==> src/include/crcc_defs.svh <==
`ifndef CRCC_DEFS_SVH
`define CRCC_DEFS_SVH

// Control register indices reached through the index register
`define CRCC_IDX_SKEW        5'h08
`define CRCC_IDX_MAXRAS      5'h09
`define CRCC_IDX_CURSTART    5'h0A
`define CRCC_IDX_CUREND      5'h0B
`define CRCC_IDX_STARTHI     5'h0C
`define CRCC_IDX_STARTLO     5'h0D
`define CRCC_IDX_CURHI       5'h0E
`define CRCC_IDX_CURLO       5'h0F
`define CRCC_IDX_PENHI       5'h10
`define CRCC_IDX_PENLO       5'h11

// Field positions in the interlace and skew register
`define CRCC_SYNC_BIT        0
`define CRCC_VIDEO_BIT       1
`define CRCC_CUSKEW_LSB      4
`define CRCC_DESKEW_LSB      6

// Field positions in the cursor start register
`define CRCC_CMODE_LSB       5

// Skew codes
`define CRCC_SKEW_ZERO       2'h0
`define CRCC_SKEW_ONE        2'h1
`define CRCC_SKEW_TWO        2'h2
`define CRCC_SKEW_OFF        2'h3

// Cursor display modes
`define CRCC_CMODE_STEADY    2'h0
`define CRCC_CMODE_OFF       2'h1
`define CRCC_CMODE_BLINK16   2'h2
`define CRCC_CMODE_BLINK32   2'h3

// Blink counter bits giving 16 and 32 field periods
`define CRCC_BLINK16_BIT     3
`define CRCC_BLINK32_BIT     4

// Reset values
`define CRCC_RESET_BYTE      8'h00
`define CRCC_RESET_INDEX     5'h00

`endif

==> src/include/crcc_pkg.sv <==
package crcc_pkg;

  // Raster scan modes
  typedef enum logic [1:0] {
    SCAN_NONINTERLACE,
    SCAN_INTERLACE_SYNC,
    SCAN_SYNC_VIDEO
  } crcc_scan_e;

  // Host register port request
  typedef struct packed {
    logic       chipSel;
    logic       dataSel;
    logic       wrStb;
    logic       rdStb;
    logic [7:0] wrData;
  } crcc_hostreq_s;

  // Timing strobes from the horizontal and vertical counters
  typedef struct packed {
    logic rawDisplay;
    logic lineEnd;
    logic halfLine;
    logic fieldStart;
    logic vsyncRaw;
  } crcc_timing_s;

endpackage

==> src/verilog/crcc_raster_cursor.sv <==
`timescale 1ns/100ps
`include "crcc_defs.svh"
// Function
// - Sync and video bits select scan mode
// - Display-enable skew: zero, one, two, none
// - Cursor skew field set independently, 00 zero
// - Noninterlace row spans max raster plus one
// - Interlace sync row spans that same count
// - Sync-video row spans plus one, fields split
// - Cursor start raster plus four display modes
// - Cursor end sets last cursor raster
// - Start address gives first fetched word
// - Cursor position readable; high bits read zero
// - Pen registers latch address; high bits zero
// - Interlace vertical sync width shifts half raster
// - Noninterlace fields identical, addresses count up
// - Interlace sync odd field half raster lower
// - Sync-video even and odd rasters differ
// - Cursor forced low while display enable low
// - Pen strobe captures address, mode, bank
// - Five-bit index selects register; 18+ ignored
module crcc_raster_cursor
  import crcc_pkg::*;
#(
  parameter int ADDR_W = 12
) (
  // Clock and reset
  input  wire logic          core_clk,
  input  wire logic          reset,
  // Host register port
  input  wire crcc_hostreq_s hostReq,
  output logic [7:0]         readData,
  // Timing from the rest of the controller
  input  wire crcc_timing_s  timing,
  input  wire logic          penStrobeIn,
  // Display circuit outputs
  output logic               displayEnableOut,
  output logic               cursorVideoOut,
  output logic [4:0]         rowLineAddr,
  output logic [13:0]        refreshAddr,
  output logic               vsyncOut,
  output logic               oddField
);

  logic [4:0]        index_reg;
  logic [7:0]        skewCtl_reg;
  logic [4:0]        maxRaster_reg;
  logic [6:0]        curStart_reg;
  logic [7:0]        curEnd_reg;
  logic [7:0]        startHi_reg;
  logic [7:0]        startLo_reg;
  logic [5:0]        curHi_reg;
  logic [7:0]        curLo_reg;
  logic [13:0]       penLatch_reg;
  logic [7:0]        readData_reg;
  logic [4:0]        ra_reg;
  logic              odd_reg;
  logic [ADDR_W-1:0] addr_reg;
  logic [ADDR_W-1:0] rowBase_reg;
  logic [4:0]        blink_reg;
  logic [1:0]        deDly_reg;
  logic [1:0]        cuDly_reg;
  logic              deOut_reg;
  logic              cuOut_reg;
  logic              vsync_reg;
  logic              penPrev_reg;
  crcc_scan_e        scanMode;
  logic              rowLast;
  logic              interlaced;
  logic              cursorRaw;
  logic              blinkOn;
  logic [13:0]       cursorPos;
  logic [ADDR_W-1:0] startAddr;
  logic              hostWr;
  logic              hostRd;

  // Scan mode from the sync and video bits; sync clear wins
  function automatic crcc_scan_e decodeScan(input logic [7:0] ctl);
    if (!ctl[`CRCC_SYNC_BIT]) begin
      return SCAN_NONINTERLACE;
    end
    return ctl[`CRCC_VIDEO_BIT] ? SCAN_SYNC_VIDEO : SCAN_INTERLACE_SYNC;
  endfunction

  // Pick a delayed copy; code 11 gives no output at all
  function automatic logic skewSelect(input logic [1:0] code, input logic now, input logic [1:0] dly);
    case (code)
      `CRCC_SKEW_ZERO: return now;
      `CRCC_SKEW_ONE:  return dly[0];
      `CRCC_SKEW_TWO:  return dly[1];
      default:         return 1'b0;
    endcase
  endfunction

  assign scanMode   = decodeScan(skewCtl_reg);
  assign interlaced = scanMode != SCAN_NONINTERLACE;
  assign hostWr     = hostReq.chipSel & hostReq.wrStb;
  assign hostRd     = hostReq.chipSel & hostReq.rdStb;
  assign cursorPos  = {curHi_reg, curLo_reg};
  assign startAddr  = ADDR_W'({startHi_reg, startLo_reg});

  // Last raster of a character row in this field
  always_comb begin
    if (scanMode == SCAN_SYNC_VIDEO) begin
      rowLast = ({1'b0, ra_reg} + 6'h01) >= {1'b0, maxRaster_reg};
    end else begin
      rowLast = ra_reg >= maxRaster_reg;
    end
  end

  // Index register; values 18..31 select nothing
  always_ff @(posedge core_clk or posedge reset) begin
    if (reset) begin
      index_reg <= `CRCC_RESET_INDEX;
    end else if (hostWr && !hostReq.dataSel) begin
      index_reg <= hostReq.wrData[4:0];
    end
  end

  // Writable control registers; indices below 8 live elsewhere
  always_ff @(posedge core_clk or posedge reset) begin
    if (reset) begin
      skewCtl_reg   <= `CRCC_RESET_BYTE;
      maxRaster_reg <= 5'h00;
      curStart_reg  <= 7'h00;
      curEnd_reg    <= `CRCC_RESET_BYTE;
      startHi_reg   <= `CRCC_RESET_BYTE;
      startLo_reg   <= `CRCC_RESET_BYTE;
      curHi_reg     <= 6'h00;
      curLo_reg     <= `CRCC_RESET_BYTE;
    end else if (hostWr && hostReq.dataSel) begin
      case (index_reg)
        `CRCC_IDX_SKEW:     skewCtl_reg   <= hostReq.wrData;
        `CRCC_IDX_MAXRAS:   maxRaster_reg <= hostReq.wrData[4:0];
        `CRCC_IDX_CURSTART: curStart_reg  <= hostReq.wrData[6:0];
        `CRCC_IDX_CUREND:   curEnd_reg    <= hostReq.wrData;
        `CRCC_IDX_STARTHI:  startHi_reg   <= hostReq.wrData;
        `CRCC_IDX_STARTLO:  startLo_reg   <= hostReq.wrData;
        `CRCC_IDX_CURHI:    curHi_reg     <= hostReq.wrData[5:0];
        `CRCC_IDX_CURLO:    curLo_reg     <= hostReq.wrData;
        default: ;
      endcase
    end
  end

  // Read port: cursor and pen registers only, all else reads zero
  always_ff @(posedge core_clk or posedge reset) begin
    if (reset) begin
      readData_reg <= `CRCC_RESET_BYTE;
    end else if (hostRd) begin
      if (!hostReq.dataSel) begin
        readData_reg <= `CRCC_RESET_BYTE;
      end else begin
        case (index_reg)
          `CRCC_IDX_CURHI: readData_reg <= {2'h0, curHi_reg};
          `CRCC_IDX_CURLO: readData_reg <= curLo_reg;
          `CRCC_IDX_PENHI: readData_reg <= {2'h0, penLatch_reg[13:8]};
          `CRCC_IDX_PENLO: readData_reg <= penLatch_reg[7:0];
          default:         readData_reg <= `CRCC_RESET_BYTE;
        endcase
      end
    end
  end

  // Field parity; only interlaced modes alternate
  always_ff @(posedge core_clk or posedge reset) begin
    if (reset) begin
      odd_reg   <= 1'b0;
      blink_reg <= 5'h00;
    end else if (timing.fieldStart) begin
      odd_reg   <= interlaced ? ~odd_reg : 1'b0;
      blink_reg <= blink_reg + 5'h01;
    end
  end

  // Raster address; sync-video steps by two from the field parity
  always_ff @(posedge core_clk or posedge reset) begin
    if (reset) begin
      ra_reg <= 5'h00;
    end else if (timing.fieldStart) begin
      ra_reg <= (scanMode == SCAN_SYNC_VIDEO) ? {4'h0, ~odd_reg} : 5'h00;
    end else if (timing.lineEnd) begin
      if (rowLast) begin
        ra_reg <= (scanMode == SCAN_SYNC_VIDEO) ? {4'h0, odd_reg} : 5'h00;
      end else begin
        ra_reg <= ra_reg + ((scanMode == SCAN_SYNC_VIDEO) ? 5'h02 : 5'h01);
      end
    end
  end

  // Refresh address: each raster of a row re-reads the row from its base
  always_ff @(posedge core_clk or posedge reset) begin
    if (reset) begin
      addr_reg    <= '0;
      rowBase_reg <= '0;
    end else if (timing.fieldStart) begin
      addr_reg    <= startAddr;
      rowBase_reg <= startAddr;
    end else if (timing.lineEnd) begin
      if (rowLast) begin
        rowBase_reg <= addr_reg;
      end else begin
        addr_reg <= rowBase_reg;
      end
    end else if (timing.rawDisplay) begin
      addr_reg <= addr_reg + ADDR_W'(1);
    end
  end

  // Blink gating and raw cursor at the current character
  always_comb begin
    case (curStart_reg[`CRCC_CMODE_LSB +: 2])
      `CRCC_CMODE_STEADY:  blinkOn = 1'b1;
      `CRCC_CMODE_OFF:     blinkOn = 1'b0;
      `CRCC_CMODE_BLINK16: blinkOn = blink_reg[`CRCC_BLINK16_BIT];
      default:             blinkOn = blink_reg[`CRCC_BLINK32_BIT];
    endcase
  end
  assign cursorRaw = timing.rawDisplay && blinkOn && (refreshAddr == cursorPos)
                     && (ra_reg >= curStart_reg[4:0]) && ({3'h0, ra_reg} <= curEnd_reg);

  // Skew delay lines, one character per stage
  always_ff @(posedge core_clk or posedge reset) begin
    if (reset) begin
      deDly_reg <= 2'h0;
      cuDly_reg <= 2'h0;
    end else begin
      deDly_reg <= {deDly_reg[0], timing.rawDisplay};
      cuDly_reg <= {cuDly_reg[0], cursorRaw};
    end
  end

  // Skewed outputs; cursor is masked by the skewed display enable
  always_ff @(posedge core_clk or posedge reset) begin
    if (reset) begin
      deOut_reg <= 1'b0;
      cuOut_reg <= 1'b0;
    end else begin
      deOut_reg <= skewSelect(skewCtl_reg[`CRCC_DESKEW_LSB +: 2], timing.rawDisplay, deDly_reg);
      cuOut_reg <= skewSelect(skewCtl_reg[`CRCC_CUSKEW_LSB +: 2], cursorRaw, cuDly_reg)
                   & skewSelect(skewCtl_reg[`CRCC_DESKEW_LSB +: 2], timing.rawDisplay, deDly_reg);
    end
  end

  // Vertical sync: in the odd interlaced field edges move to mid-line
  always_ff @(posedge core_clk or posedge reset) begin
    if (reset) begin
      vsync_reg <= 1'b0;
    end else if (!(interlaced && odd_reg) || timing.halfLine) begin
      vsync_reg <= timing.vsyncRaw;
    end
  end

  // Light pen capture on the strobe's rising edge
  always_ff @(posedge core_clk or posedge reset) begin
    if (reset) begin
      penPrev_reg  <= 1'b0;
      penLatch_reg <= 14'h0000;
    end else begin
      penPrev_reg <= penStrobeIn;
      if (penStrobeIn && !penPrev_reg) begin
        penLatch_reg <= refreshAddr;
      end
    end
  end

  // Upper refresh bits carry the hires and font bank settings
  assign refreshAddr      = {startHi_reg[5:4], 12'(addr_reg)};
  assign rowLineAddr      = ra_reg;
  assign oddField         = odd_reg;
  assign vsyncOut         = vsync_reg;
  assign displayEnableOut = deOut_reg;
  assign cursorVideoOut   = cuOut_reg;
  assign readData         = readData_reg;

endmodule
==> config.mk <==
export PLATFORM = sky130hd
export DESIGN_NAME = crcc_raster_cursor
export DESIGN_NICKNAME = d
export VERILOG_FILES = /design/src/include/crcc_pkg.sv /design/src/verilog/crcc_raster_cursor.sv
export VERILOG_INCLUDE_DIRS = /design/src /design/src/include
export SDC_FILE = /design/constraint.sdc
export NUM_CORES = 1
export LEC_CHECK = 0
export ABC_AREA = 1
export BUFFER_PORTS_ARGS = -buffer_cell sky130_fd_sc_hd__buf_2
export CORE_UTILIZATION = 48
export DETAILED_ROUTE_END_ITERATION = 8
export PLACE_DENSITY = 0.66
export SKIP_CTS_REPAIR_TIMING = 1
export SLEW_MARGIN = 20
export SYNTH_ARGS = -nofsm -noshare
export SYNTH_HDL_FRONTEND = slang
export SYNTH_SLANG_ARGS = --single-unit
export TNS_END_PERCENT = 50
==> constraint.sdc <==
create_clock -name core_clk -period 5.1 [get_ports core_clk]
set_input_delay 0.51 -clock core_clk [delete_from_list [all_inputs] [get_ports core_clk]]
set_output_delay 0.51 -clock core_clk [all_outputs]
set_load 0.1 [all_outputs]
==> results.py, run 1 <==
metrics = {
    "run": {
        "cap_violations": 0,
    },
    "sta": {
        "worst_slew_pin_slew_ns": 0.933,
        "drv_slew": 0,
        "clock.fmax_ghz": 0.356,
        "fin_crit_ns": 2.81,
        "report.final.hold_viol_count": 0,
        "worst_slack_ns": 2.29,
        "max_slew_margin_pct": 37.6,
        "clock-skew-final_ns": 0.00829,
        "finalSetupTns_ns": 0,
        "rsz0062_at_grt": "false",
        "setup_viol": 0,
        "fin_crit_sh_pct": 55.1,
    },
    "placed_design": {
        "place_ws_ns": 1.89,
        "gp_congestion": 0.897,
        "dp_cells": 993,
        "io_buffer_count": 50,
        "hpwlAfterDp_microns": 12700,
    },
    "detailed_routing": {
        "vias_per_cell": 5.44,
        "wl_microns": 17400,
        "vias": 5569,
        "drt.antenna.violating_nets": 0,
        "drt-pass1-iter-count": 7,
        "drc": 0,
        "drt_iter0_drc": 572,
        "wl_per_cell_microns": 17.0,
    },
    "yosys": {
        "postSynthCellCount": 787,
        "netlist.area_leader.share_pct": 47.4,
        "synth_cell_type_count": 50,
        "synth-main-ff-cell": "dfrtp_1",
        "synth_seq_cells": 124,
        "synth.avg_cell_area_sq_um": 8.32,
        "netlist_area_sq_um": 6550,
        "synth_most_common_cell": "nand2_1",
        "ys_async_sr_fraction_pct": 100,
        "synth_seq_area_share_pct": 47.4,
        "yosysWarnings": 0,
        "synth_nets": 833,
        "yosys.area.top_type": "dfrtp_1",
        "synth_edf_count": 0,
        "synthTopCellsByArea": "dfrtp_1 47%, nand2_1 12%, o21ai_0 7.4%",
        "netlist_top_cells_count": "203 x nand2_1, 124 x dfrtp_1, 103 x inv_1",
    },
    "grt": {
        "grt_max_degree": 72,
        "grt_pass1_wl_microns": 28200,
        "grt_pass1_vias": 5367,
        "antenna_found_initial": 0,
        "globalRoute.totalOverflow": 0,
        "track_usage_pct": 26.4,
    },
    "cells_and_area": {
        "fin_nets": 882,
        "final_cells": 1024,
        "drive_gt1_share_pct": 13.2,
        "synthToLayoutAreaGrowth_pct": 13.9,
        "n_antenna_cell": 0,
        "largest_register_ffs": 14,
    },
    "critical_path": {
        "cp.arrival_ns": 3.17,
        "critPathCaptureType": "flop",
        "path_cells": "buf_2 -> nor2_1 -> inv_1 -> nor2_4 -> inv_1 -> o21ai_0 -> inv_1 -> nand3_1 -> o21ai_1 -> inv_1",
        "cpMostUsedCell": "inv_1",
        "critPathKind": "primary input to flop",
        "worst_path_max_delay_cell": "nor2_1",
        "max_stage_delay_ns": 0.75,
        "cp-start-kind": "primary input",
        "required_ns": 5.46,
        "path_max_fanout": 20,
    },
    "floorplan": {
        "core_sq_um": 13300,
        "design.die.area_sq_um": 14100,
        "rows": 42,
        "num_io_pins": 51,
        "start_util_pct": 49.2,
        "die_h_microns": 119,
        "dieWidth_microns": 119,
    },
    "cts": {
        "clk_pin_slew_worst_paths_ns": 0.06,
        "clock-sinks": 124,
        "cts_made_buffers": 17,
        "clock_latency_ns": 0.42,
        "root_buffer": "clkbuf_16",
        "cts_tree": "done",
        "clk_path_buf_depth": 2,
        "htreeDepth": 4,
    },
    "hold_path": {
        "hp-class": "primary input to flop",
    },
    "outcome": {
        "outcome": "completed",
    },
    "pwr": {
        "p_per_area_nw_per_um2": 554,
        "ir_drop_v": 0.000308,
        "p_leak_uw": 0.00368,
    },
}
-- worst max-delay path, delay by kind of cell --
family	cells	cell delay (ns)
AOI/OAI and AO/OA	2	0.23
and+or+nand+nor	3	1.17
buffers and inverters	5	1.26
-- cells in the final DEF (no fill, tap or decap), types with 4 or more instances in the layout --
cell / synthesis / routed
a21oi_1: 12 / 12
a221oi_1: 6 / 6
buf_2: 3 / 50
clkbuf_16: 0 / 17
dfrtp_1: 124 / 124
ha_1: 25 / 25
inv_1: 103 / 102
nand2_1: 203 / 203
nand2_2: 4 / 4
nand3_1: 48 / 48
nand3_2: 8 / 8
nand4_1: 10 / 10
nor2_1: 39 / 39
nor3_1: 9 / 9
nor4_1: 4 / 4
o211ai_1: 14 / 14
o21ai_0: 97 / 97
o21ai_1: 9 / 9
xnor2_1: 4 / 4
xor2_1: 8 / 8
-- cells by family after synthesis --
| logic type | Yosys count | synth area share [%] |
|---|---|---|
| simple gates | 341 | 23.8 |
| buf+inv | 128 | 8.33 |
| mux | 2 | 0.344 |
| compound gates | 154 | 13.4 |
| fa+ha+maj | 26 | 5.09 |
| flops | 124 | 47.4 |
| xor+xnor | 12 | 1.61 |
-- per-layer routing --
metal	wire length (microns)	GRT usage, %	vias up
met5	0	0	-
met2	8060	41.8	157
met3	862	5.45	34
met1	8050	35.4	2684
met4	423	10.6	0
li1	-	-	2694
-- power breakdown --
group	internal, uW	total, uW	switching, uW
registers	1210	1460	242
clock network	706	1160	450
logic	401	1520	1120
-- area by class of cell --
class	instances	area, sq um
Fill cell	1232	5840
Sequential cell	124	3100
Multi-Input combinational cell	535	2900
Clock buffer	22	474
Inverter	105	397
Timing Repair Buffer	53	273
Tap cell	176	220
Clock inverter	9	88.8
-- worst paths after layout --
| check | from | endpoint | slack (ns) | cells past startpoint |
|---|---|---|---|---|
| max | timing[1] | addr_reg[2] | 2.29 | 10 |
| min | penStrobeIn | penPrev_reg | 0.21 | 1 |
| max reg2reg | rowLineAddr[1] | addr_reg[6] | 2.40 | 16 |
| min in group asynchronous | reset | readData[1] | 0.29 | 3 |
| max in group asynchronous | reset | cursorVideoOut | 4.17 | 3 |
| min reg2reg | deDly_reg[0] | deDly_reg[1] | 0.40 | 0 |
-- through the flow --
stage	cell area [sq um]	util (%)	hold WS, ns	power [uW]
floorplan	6550	-	0.354	2630
global placement	6890	51.8	0.366	2930
detailed placement	6890	51.8	0.379	2980
CTS	7450	56.1	0.197	4140
global route	7450	56.1	0.208	4360
finish	7450	56.1	0.212	4130
Power figures use the tool's default switching activity.
==> inputs of run 2 (changes only) <==
==> constraint.sdc (replaced) <==
create_clock -name core_clk -period 2.7 [get_ports core_clk]
set_input_delay 0.27 -clock core_clk [delete_from_list [all_inputs] [get_ports core_clk]]
set_output_delay 0.27 -clock core_clk [all_outputs]
set_load 0.1 [all_outputs]
==> results.py, run 2 (same netlist as run 1, synthesis figures left out) <==
metrics = {
    "sta": {
        "setup_viol": 0,
        "fin_crit_ns": 2.38,
        "clock.fmax_ghz": 0.421,
        "worst_slack_ns": 0.323,
        "fin_crit_sh_pct": 88.0,
        "worst_slew_pin_slew_ns": 0.753,
        "drv_slew": 0,
        "max_slew_margin_pct": 49.7,
        "clock-skew-final_ns": 0.00694,
        "report.final.hold_viol_count": 0,
        "rsz0062_at_grt": "false",
    },
    "detailed_routing": {
        "drt-pass1-iter-count": 5,
        "wl_per_cell_microns": 16.8,
        "wl_microns": 17300,
        "vias_per_cell": 5.51,
        "vias": 5692,
        "drt.antenna.violating_nets": 0,
        "drt_iter0_drc": 439,
        "drc": 0,
    },
    "placed_design": {
        "io_buffer_count": 50,
        "gp_congestion": 0.884,
        "place_ws_ns": 0.368,
        "hpwlAfterDp_microns": 12500,
        "placed_area_sq_um": 6960,
    },
    "cells_and_area": {
        "synthToLayoutAreaGrowth_pct": 16.5,
        "fin_nets": 890,
        "final_area_sq_um": 7620,
        "mostFrequentLayoutCell": "nand2_1",
        "largest_register_ffs": 14,
        "n_antenna_cell": 0,
        "drive_gt1_share_pct": 13.7,
        "final_cell_mix": "203 x nand2_1, 124 x dfrtp_1, 102 x inv_1, 97 x o21ai_0, 50 x buf_2",
    },
    "grt": {
        "track_usage_pct": 26.9,
        "grt_max_degree": 76,
        "grt_pass1_vias": 5678,
        "antenna_found_initial": 0,
        "grt_pass1_wl_microns": 29000,
        "globalRoute.totalOverflow": 0,
    },
    "critical_path": {
        "required_ns": 3.00,
        "path_max_fanout": 15,
        "cp-start-kind": "flop",
        "crit_start": "rowLineAddr[0]",
        "path_cells": "ha_1 -> xor2_1 -> ha_1 -> nand2_1 -> inv_1 -> nand2_1 -> nand2_1 -> nand2_1 -> nand3_4 -> nand2_4 -> nand2_1 -> nand3_1 -> nand3_1 -> o21ai_0 -> inv_1",
        "reg2reg_from": "rowLineAddr[0]",
        "max_stage_delay_ns": 0.45,
        "worst_path_max_delay_cell": "dfrtp_1",
        "cpMostUsedCell": "nand2_1",
        "critPathKind": "flop to flop",
        "cp.arrival_ns": 2.68,
        "critPathCaptureType": "flop",
    },
    "floorplan": {
        "die_h_microns": 119,
        "core_sq_um": 13300,
        "start_util_pct": 49.2,
        "design.die.area_sq_um": 14100,
        "rows": 42,
        "dieWidth_microns": 119,
        "num_io_pins": 51,
    },
    "cts": {
        "root_buffer": "clkbuf_16",
        "clk_pin_slew_worst_paths_ns": 0.05,
        "clock-sinks": 124,
        "htreeDepth": 4,
        "clk_path_buf_depth": 2,
        "cts_tree": "done",
        "clock_latency_ns": 0.42,
        "cts_made_buffers": 17,
    },
    "pwr": {
        "ir_drop_v": 0.000530,
        "p_leak_uw": 0.00377,
        "p_per_area_nw_per_um2": 1060,
    },
    "hold_path": {
        "hp-class": "primary input to flop",
        "holdCritStartpoint": "timing[4]",
    },
    "run": {
        "cap_violations": 0,
    },
    "outcome": {
        "outcome": "completed",
    },
}
## run 2: changes by cell type in the layout (fill, tap and decap cells not counted)
cell / change
buf_12: +2
clkinv_2: -1
clkinv_4: +1
clkbuf_8: -2
clkinvlp_4: -1
inv_6: -1
clkbuf_1: +2
bufinv_16: +4
dlygate4sd3_1: +2
inv_4: -1
buf_4: +4
## run 2: critical path: cells and delay by family, from the launching register on
kind	cells	cell delay, ns
AO/OA/AOI/OAI	1	0.07
buffers and inverters	2	0.08
flip-flops	1	0.45
adder cells (fa/ha/maj)	2	0.53
AND/OR/NAND/NOR	9	0.97
XOR/XNOR	1	0.15
## run 2: final timing paths
path / end / slack (ns) / cells past startpoint
worst max-delay path: addr_reg[8] / 0.32 / 15
worst min-delay path: deDly_reg[0] / 0.06 / 1
worst max register to register: addr_reg[8] / 0.32 / 15
worst min register to register: deDly_reg[1] / 0.39 / 0
max in group asynchronous: rowLineAddr[4] / 1.73 / 4
min in group asynchronous: readData[4] / 0.33 / 3
## run 2: per-stage QoR
step	setup TNS (ns)	hold slack [ns]	cells	total power [uW]	util, %
final	0	0.0573	1033	8100	57.3
after global routing	0	0.0400	1033	8570	57.3
after CTS	0	-0.228	1031	8130	57.2
after detailed placement	0	0.214	999	5620	52.4
after global placement	0	0.210	999	5540	52.4
after floorplan	-0.642	0.301	787	4970	-
## run 2: area by class of cell
| cell class | count | area [sq um] |
|---|---|---|
| multi-input cells | 535 | 2900 |
| clock inverters | 10 | 189 |
| flip-flops and latches | 124 | 3100 |
| inverters | 105 | 398 |
| repair buffers | 61 | 363 |
| well taps | 176 | 220 |
| clock buffers | 22 | 454 |
| fillers | 1230 | 5670 |
## run 2: report_power, final
group	internal, uW	leakage (uW)	switching (uW)
logic	767	0.00183	2100
registers	2290	0.00163	468
clock network	1660	0.000308	810
## run 2: per-layer routing
layer	vias up	routed length (microns)	track usage, %	share of wire [%]
li1	2705	-	-	-
met1	2765	7660	35.4	44
met2	187	8230	42.7	48
met3	35	967	6.32	5.6
met4	0	456	11.1	2.6
met5	-	0	0	0
==> inputs of run 3 (changes only) <==
--- a/config.mk
+++ b/config.mk
@@ -8,9 +8,10 @@
 export LEC_CHECK = 0
 export ABC_AREA = 1
 export BUFFER_PORTS_ARGS = -buffer_cell sky130_fd_sc_hd__buf_2
-export CORE_UTILIZATION = 48
+export CORE_UTILIZATION = 40
+export CTS_CLUSTER_SIZE = 30
 export DETAILED_ROUTE_END_ITERATION = 8
-export PLACE_DENSITY = 0.66
+export PLACE_DENSITY = 0.57
 export SKIP_CTS_REPAIR_TIMING = 1
 export SLEW_MARGIN = 20
 export SYNTH_ARGS = -nofsm -noshare
==> results.py, run 3 (same netlist as run 1, synthesis figures left out) <==
metrics = {
    "critical_path": {
        "cp-start-kind": "flop",
        "critPathCaptureType": "flop",
        "critPathKind": "flop to flop",
        "required_ns": 3.01,
        "path_max_fanout": 15,
        "cp.arrival_ns": 2.72,
    },
    "detailed_routing": {
        "drt.antenna.violating_nets": 0,
        "drc": 0,
        "drt_iter0_drc": 401,
        "wl_microns": 17800,
        "drt-pass1-iter-count": 5,
        "wl_per_cell_microns": 16.6,
        "vias": 5484,
        "vias_per_cell": 5.12,
    },
    "sta": {
        "rsz0062_at_grt": "false",
        "max_slew_margin_pct": 50.4,
        "worst_slew_pin_slew_ns": 0.742,
        "clock.fmax_ghz": 0.415,
        "fin_crit_ns": 2.41,
        "clock-skew-final_ns": 0.00733,
        "report.final.hold_viol_count": 0,
        "fin_crit_sh_pct": 89.2,
        "setup_viol": 0,
        "worst_slack_ns": 0.292,
        "drv_slew": 0,
        "hold_ws_ns": 0.0649,
    },
    "grt": {
        "grt_pass1_vias": 5452,
        "globalRoute.totalOverflow": 0,
        "grt_pass1_wl_microns": 29000,
        "grt_max_degree": 72,
        "track_usage_pct": 23.2,
        "antenna_found_initial": 0,
    },
    "floorplan": {
        "start_util_pct": 41.1,
        "die_h_microns": 130,
        "rows": 46,
        "num_io_pins": 51,
        "core_sq_um": 15900,
        "dieWidth_microns": 130,
        "design.die.area_sq_um": 16900,
    },
    "placed_design": {
        "place_ws_ns": 0.294,
        "io_buffer_count": 50,
        "gp_congestion": 0.893,
        "hpwlAfterDp_microns": 13000,
    },
    "pwr": {
        "intPower_uw": 4570,
        "p_sw_uw": 3370,
        "combinationalPowerShare_pct": 36.2,
        "power_uw": 7940,
        "p_leak_uw": 0.00375,
        "ir_drop_v": 0.000892,
        "p_clk_share_pct": 29.2,
        "switching_share_pct": 42.5,
        "p_seq_share_pct": 34.6,
        "p_per_area_nw_per_um2": 1040,
    },
    "hold_path": {
        "hp-class": "primary input to flop",
    },
    "cts": {
        "cts_made_buffers": 17,
        "clk_pin_slew_worst_paths_ns": 0.05,
        "clock-sinks": 124,
        "root_buffer": "clkbuf_16",
        "cts_tree": "done",
        "clock_latency_ns": 0.42,
        "htreeDepth": 4,
        "clk_path_buf_depth": 2,
    },
    "outcome": {
        "outcome": "completed",
    },
    "cells_and_area": {
        "fin_nets": 890,
        "largest_register_ffs": 14,
        "n_antenna_cell": 0,
        "final_cell_mix": "203 x nand2_1, 124 x dfrtp_1, 102 x inv_1, 97 x o21ai_0, 50 x buf_2",
        "mostFrequentLayoutCell": "nand2_1",
        "drive_gt1_share_pct": 13.7,
        "synthToLayoutAreaGrowth_pct": 16.3,
    },
    "run": {
        "cap_violations": 0,
    },
}
## run 3: cell count changes in the layout (fill, tap and decap cells not counted), sizes merged
cell / before / now
bufinv: 5 / 3
clkbuf: 22 / 23
clkinv: 5 / 6
clkinvlp: 2 / 1
## run 3: critical path, cell delays in order, from the launching register on
cell and delay, ns:
dfrtp_1 0.50, nand3_2 0.15, xor2_1 0.15, inv_1 0.06
ha_1 0.29, nand2_1 0.07, inv_1 0.03, nand2_1 0.06
nand2_1 0.05, nand2_1 0.11, nand3_4 0.18, nand2_4 0.26
nand2_1 0.08, nand3_1 0.10, nand3_1 0.08, o21ai_1 0.08
inv_1 0.06
## run 3: power groups by stage
stage | Combinational (uW) | Sequential, uW | Clock [uW]
finish | 2870 | 2750 | 2320
global route | 3190 | 2800 | 2440
CTS | 2880 | 2750 | 2350
detailed placement | 2860 | 2770 | 0
global placement | 2800 | 2750 | 0
floorplan | 1590 | 3380 | 0
## run 3: layout make-up
class / instances / area [sq um]
Clock buffer: 23 / 478
Clock inverter: 8 / 115
Fill cell: 1603 / 8330
Inverter: 105 / 398
Multi-Input combinational cell: 535 / 2900
Sequential cell: 124 / 3100
Tap cell: 216 / 270
Timing Repair Buffer: 61 / 350
## run 3: path summary, 6_finish.rpt
| path | cells past startpoint | slack, ns | start | endpoint |
|---|---|---|---|---|
| setup reg to reg | 16 | 0.29 | rowLineAddr[1] | addr_reg[5] |
| min in group asynchronous | 3 | 0.43 | reset | penLatch_reg[8] |
| hold reg to reg | 0 | 0.38 | deDly_reg[0] | deDly_reg[1] |
| hold / removal | 1 | 0.06 | timing[4] | deDly_reg[0] |
| max in group asynchronous | 4 | 1.47 | reset | startHi_reg[0] |
| setup / recovery | 16 | 0.29 | rowLineAddr[1] | addr_reg[5] |
## run 3: layer usage
metal  global-route usage (%)  wire length (microns)  vias up
met1                     29.6                   8250     2597
met5                        0                      0        -
met3                     5.29                    880       28
met4                     8.34                    302        0
li1                         -                      -     2697
met2                     38.4                   8380      162
## run 3: stage by stage
stage          cell area (sq um)  TNS [ns]  util [%]  std cells
4_1_cts                     7590         0      47.6       1070
2_1_floorplan               6550    -0.642         -        787
3_5_place_dp                7000         0      43.9       1039
6_report                    7610         0      47.7       1072
3_3_place_gp                7000         0      43.9       1039
5_1_grt                     7610         0      47.7       1072
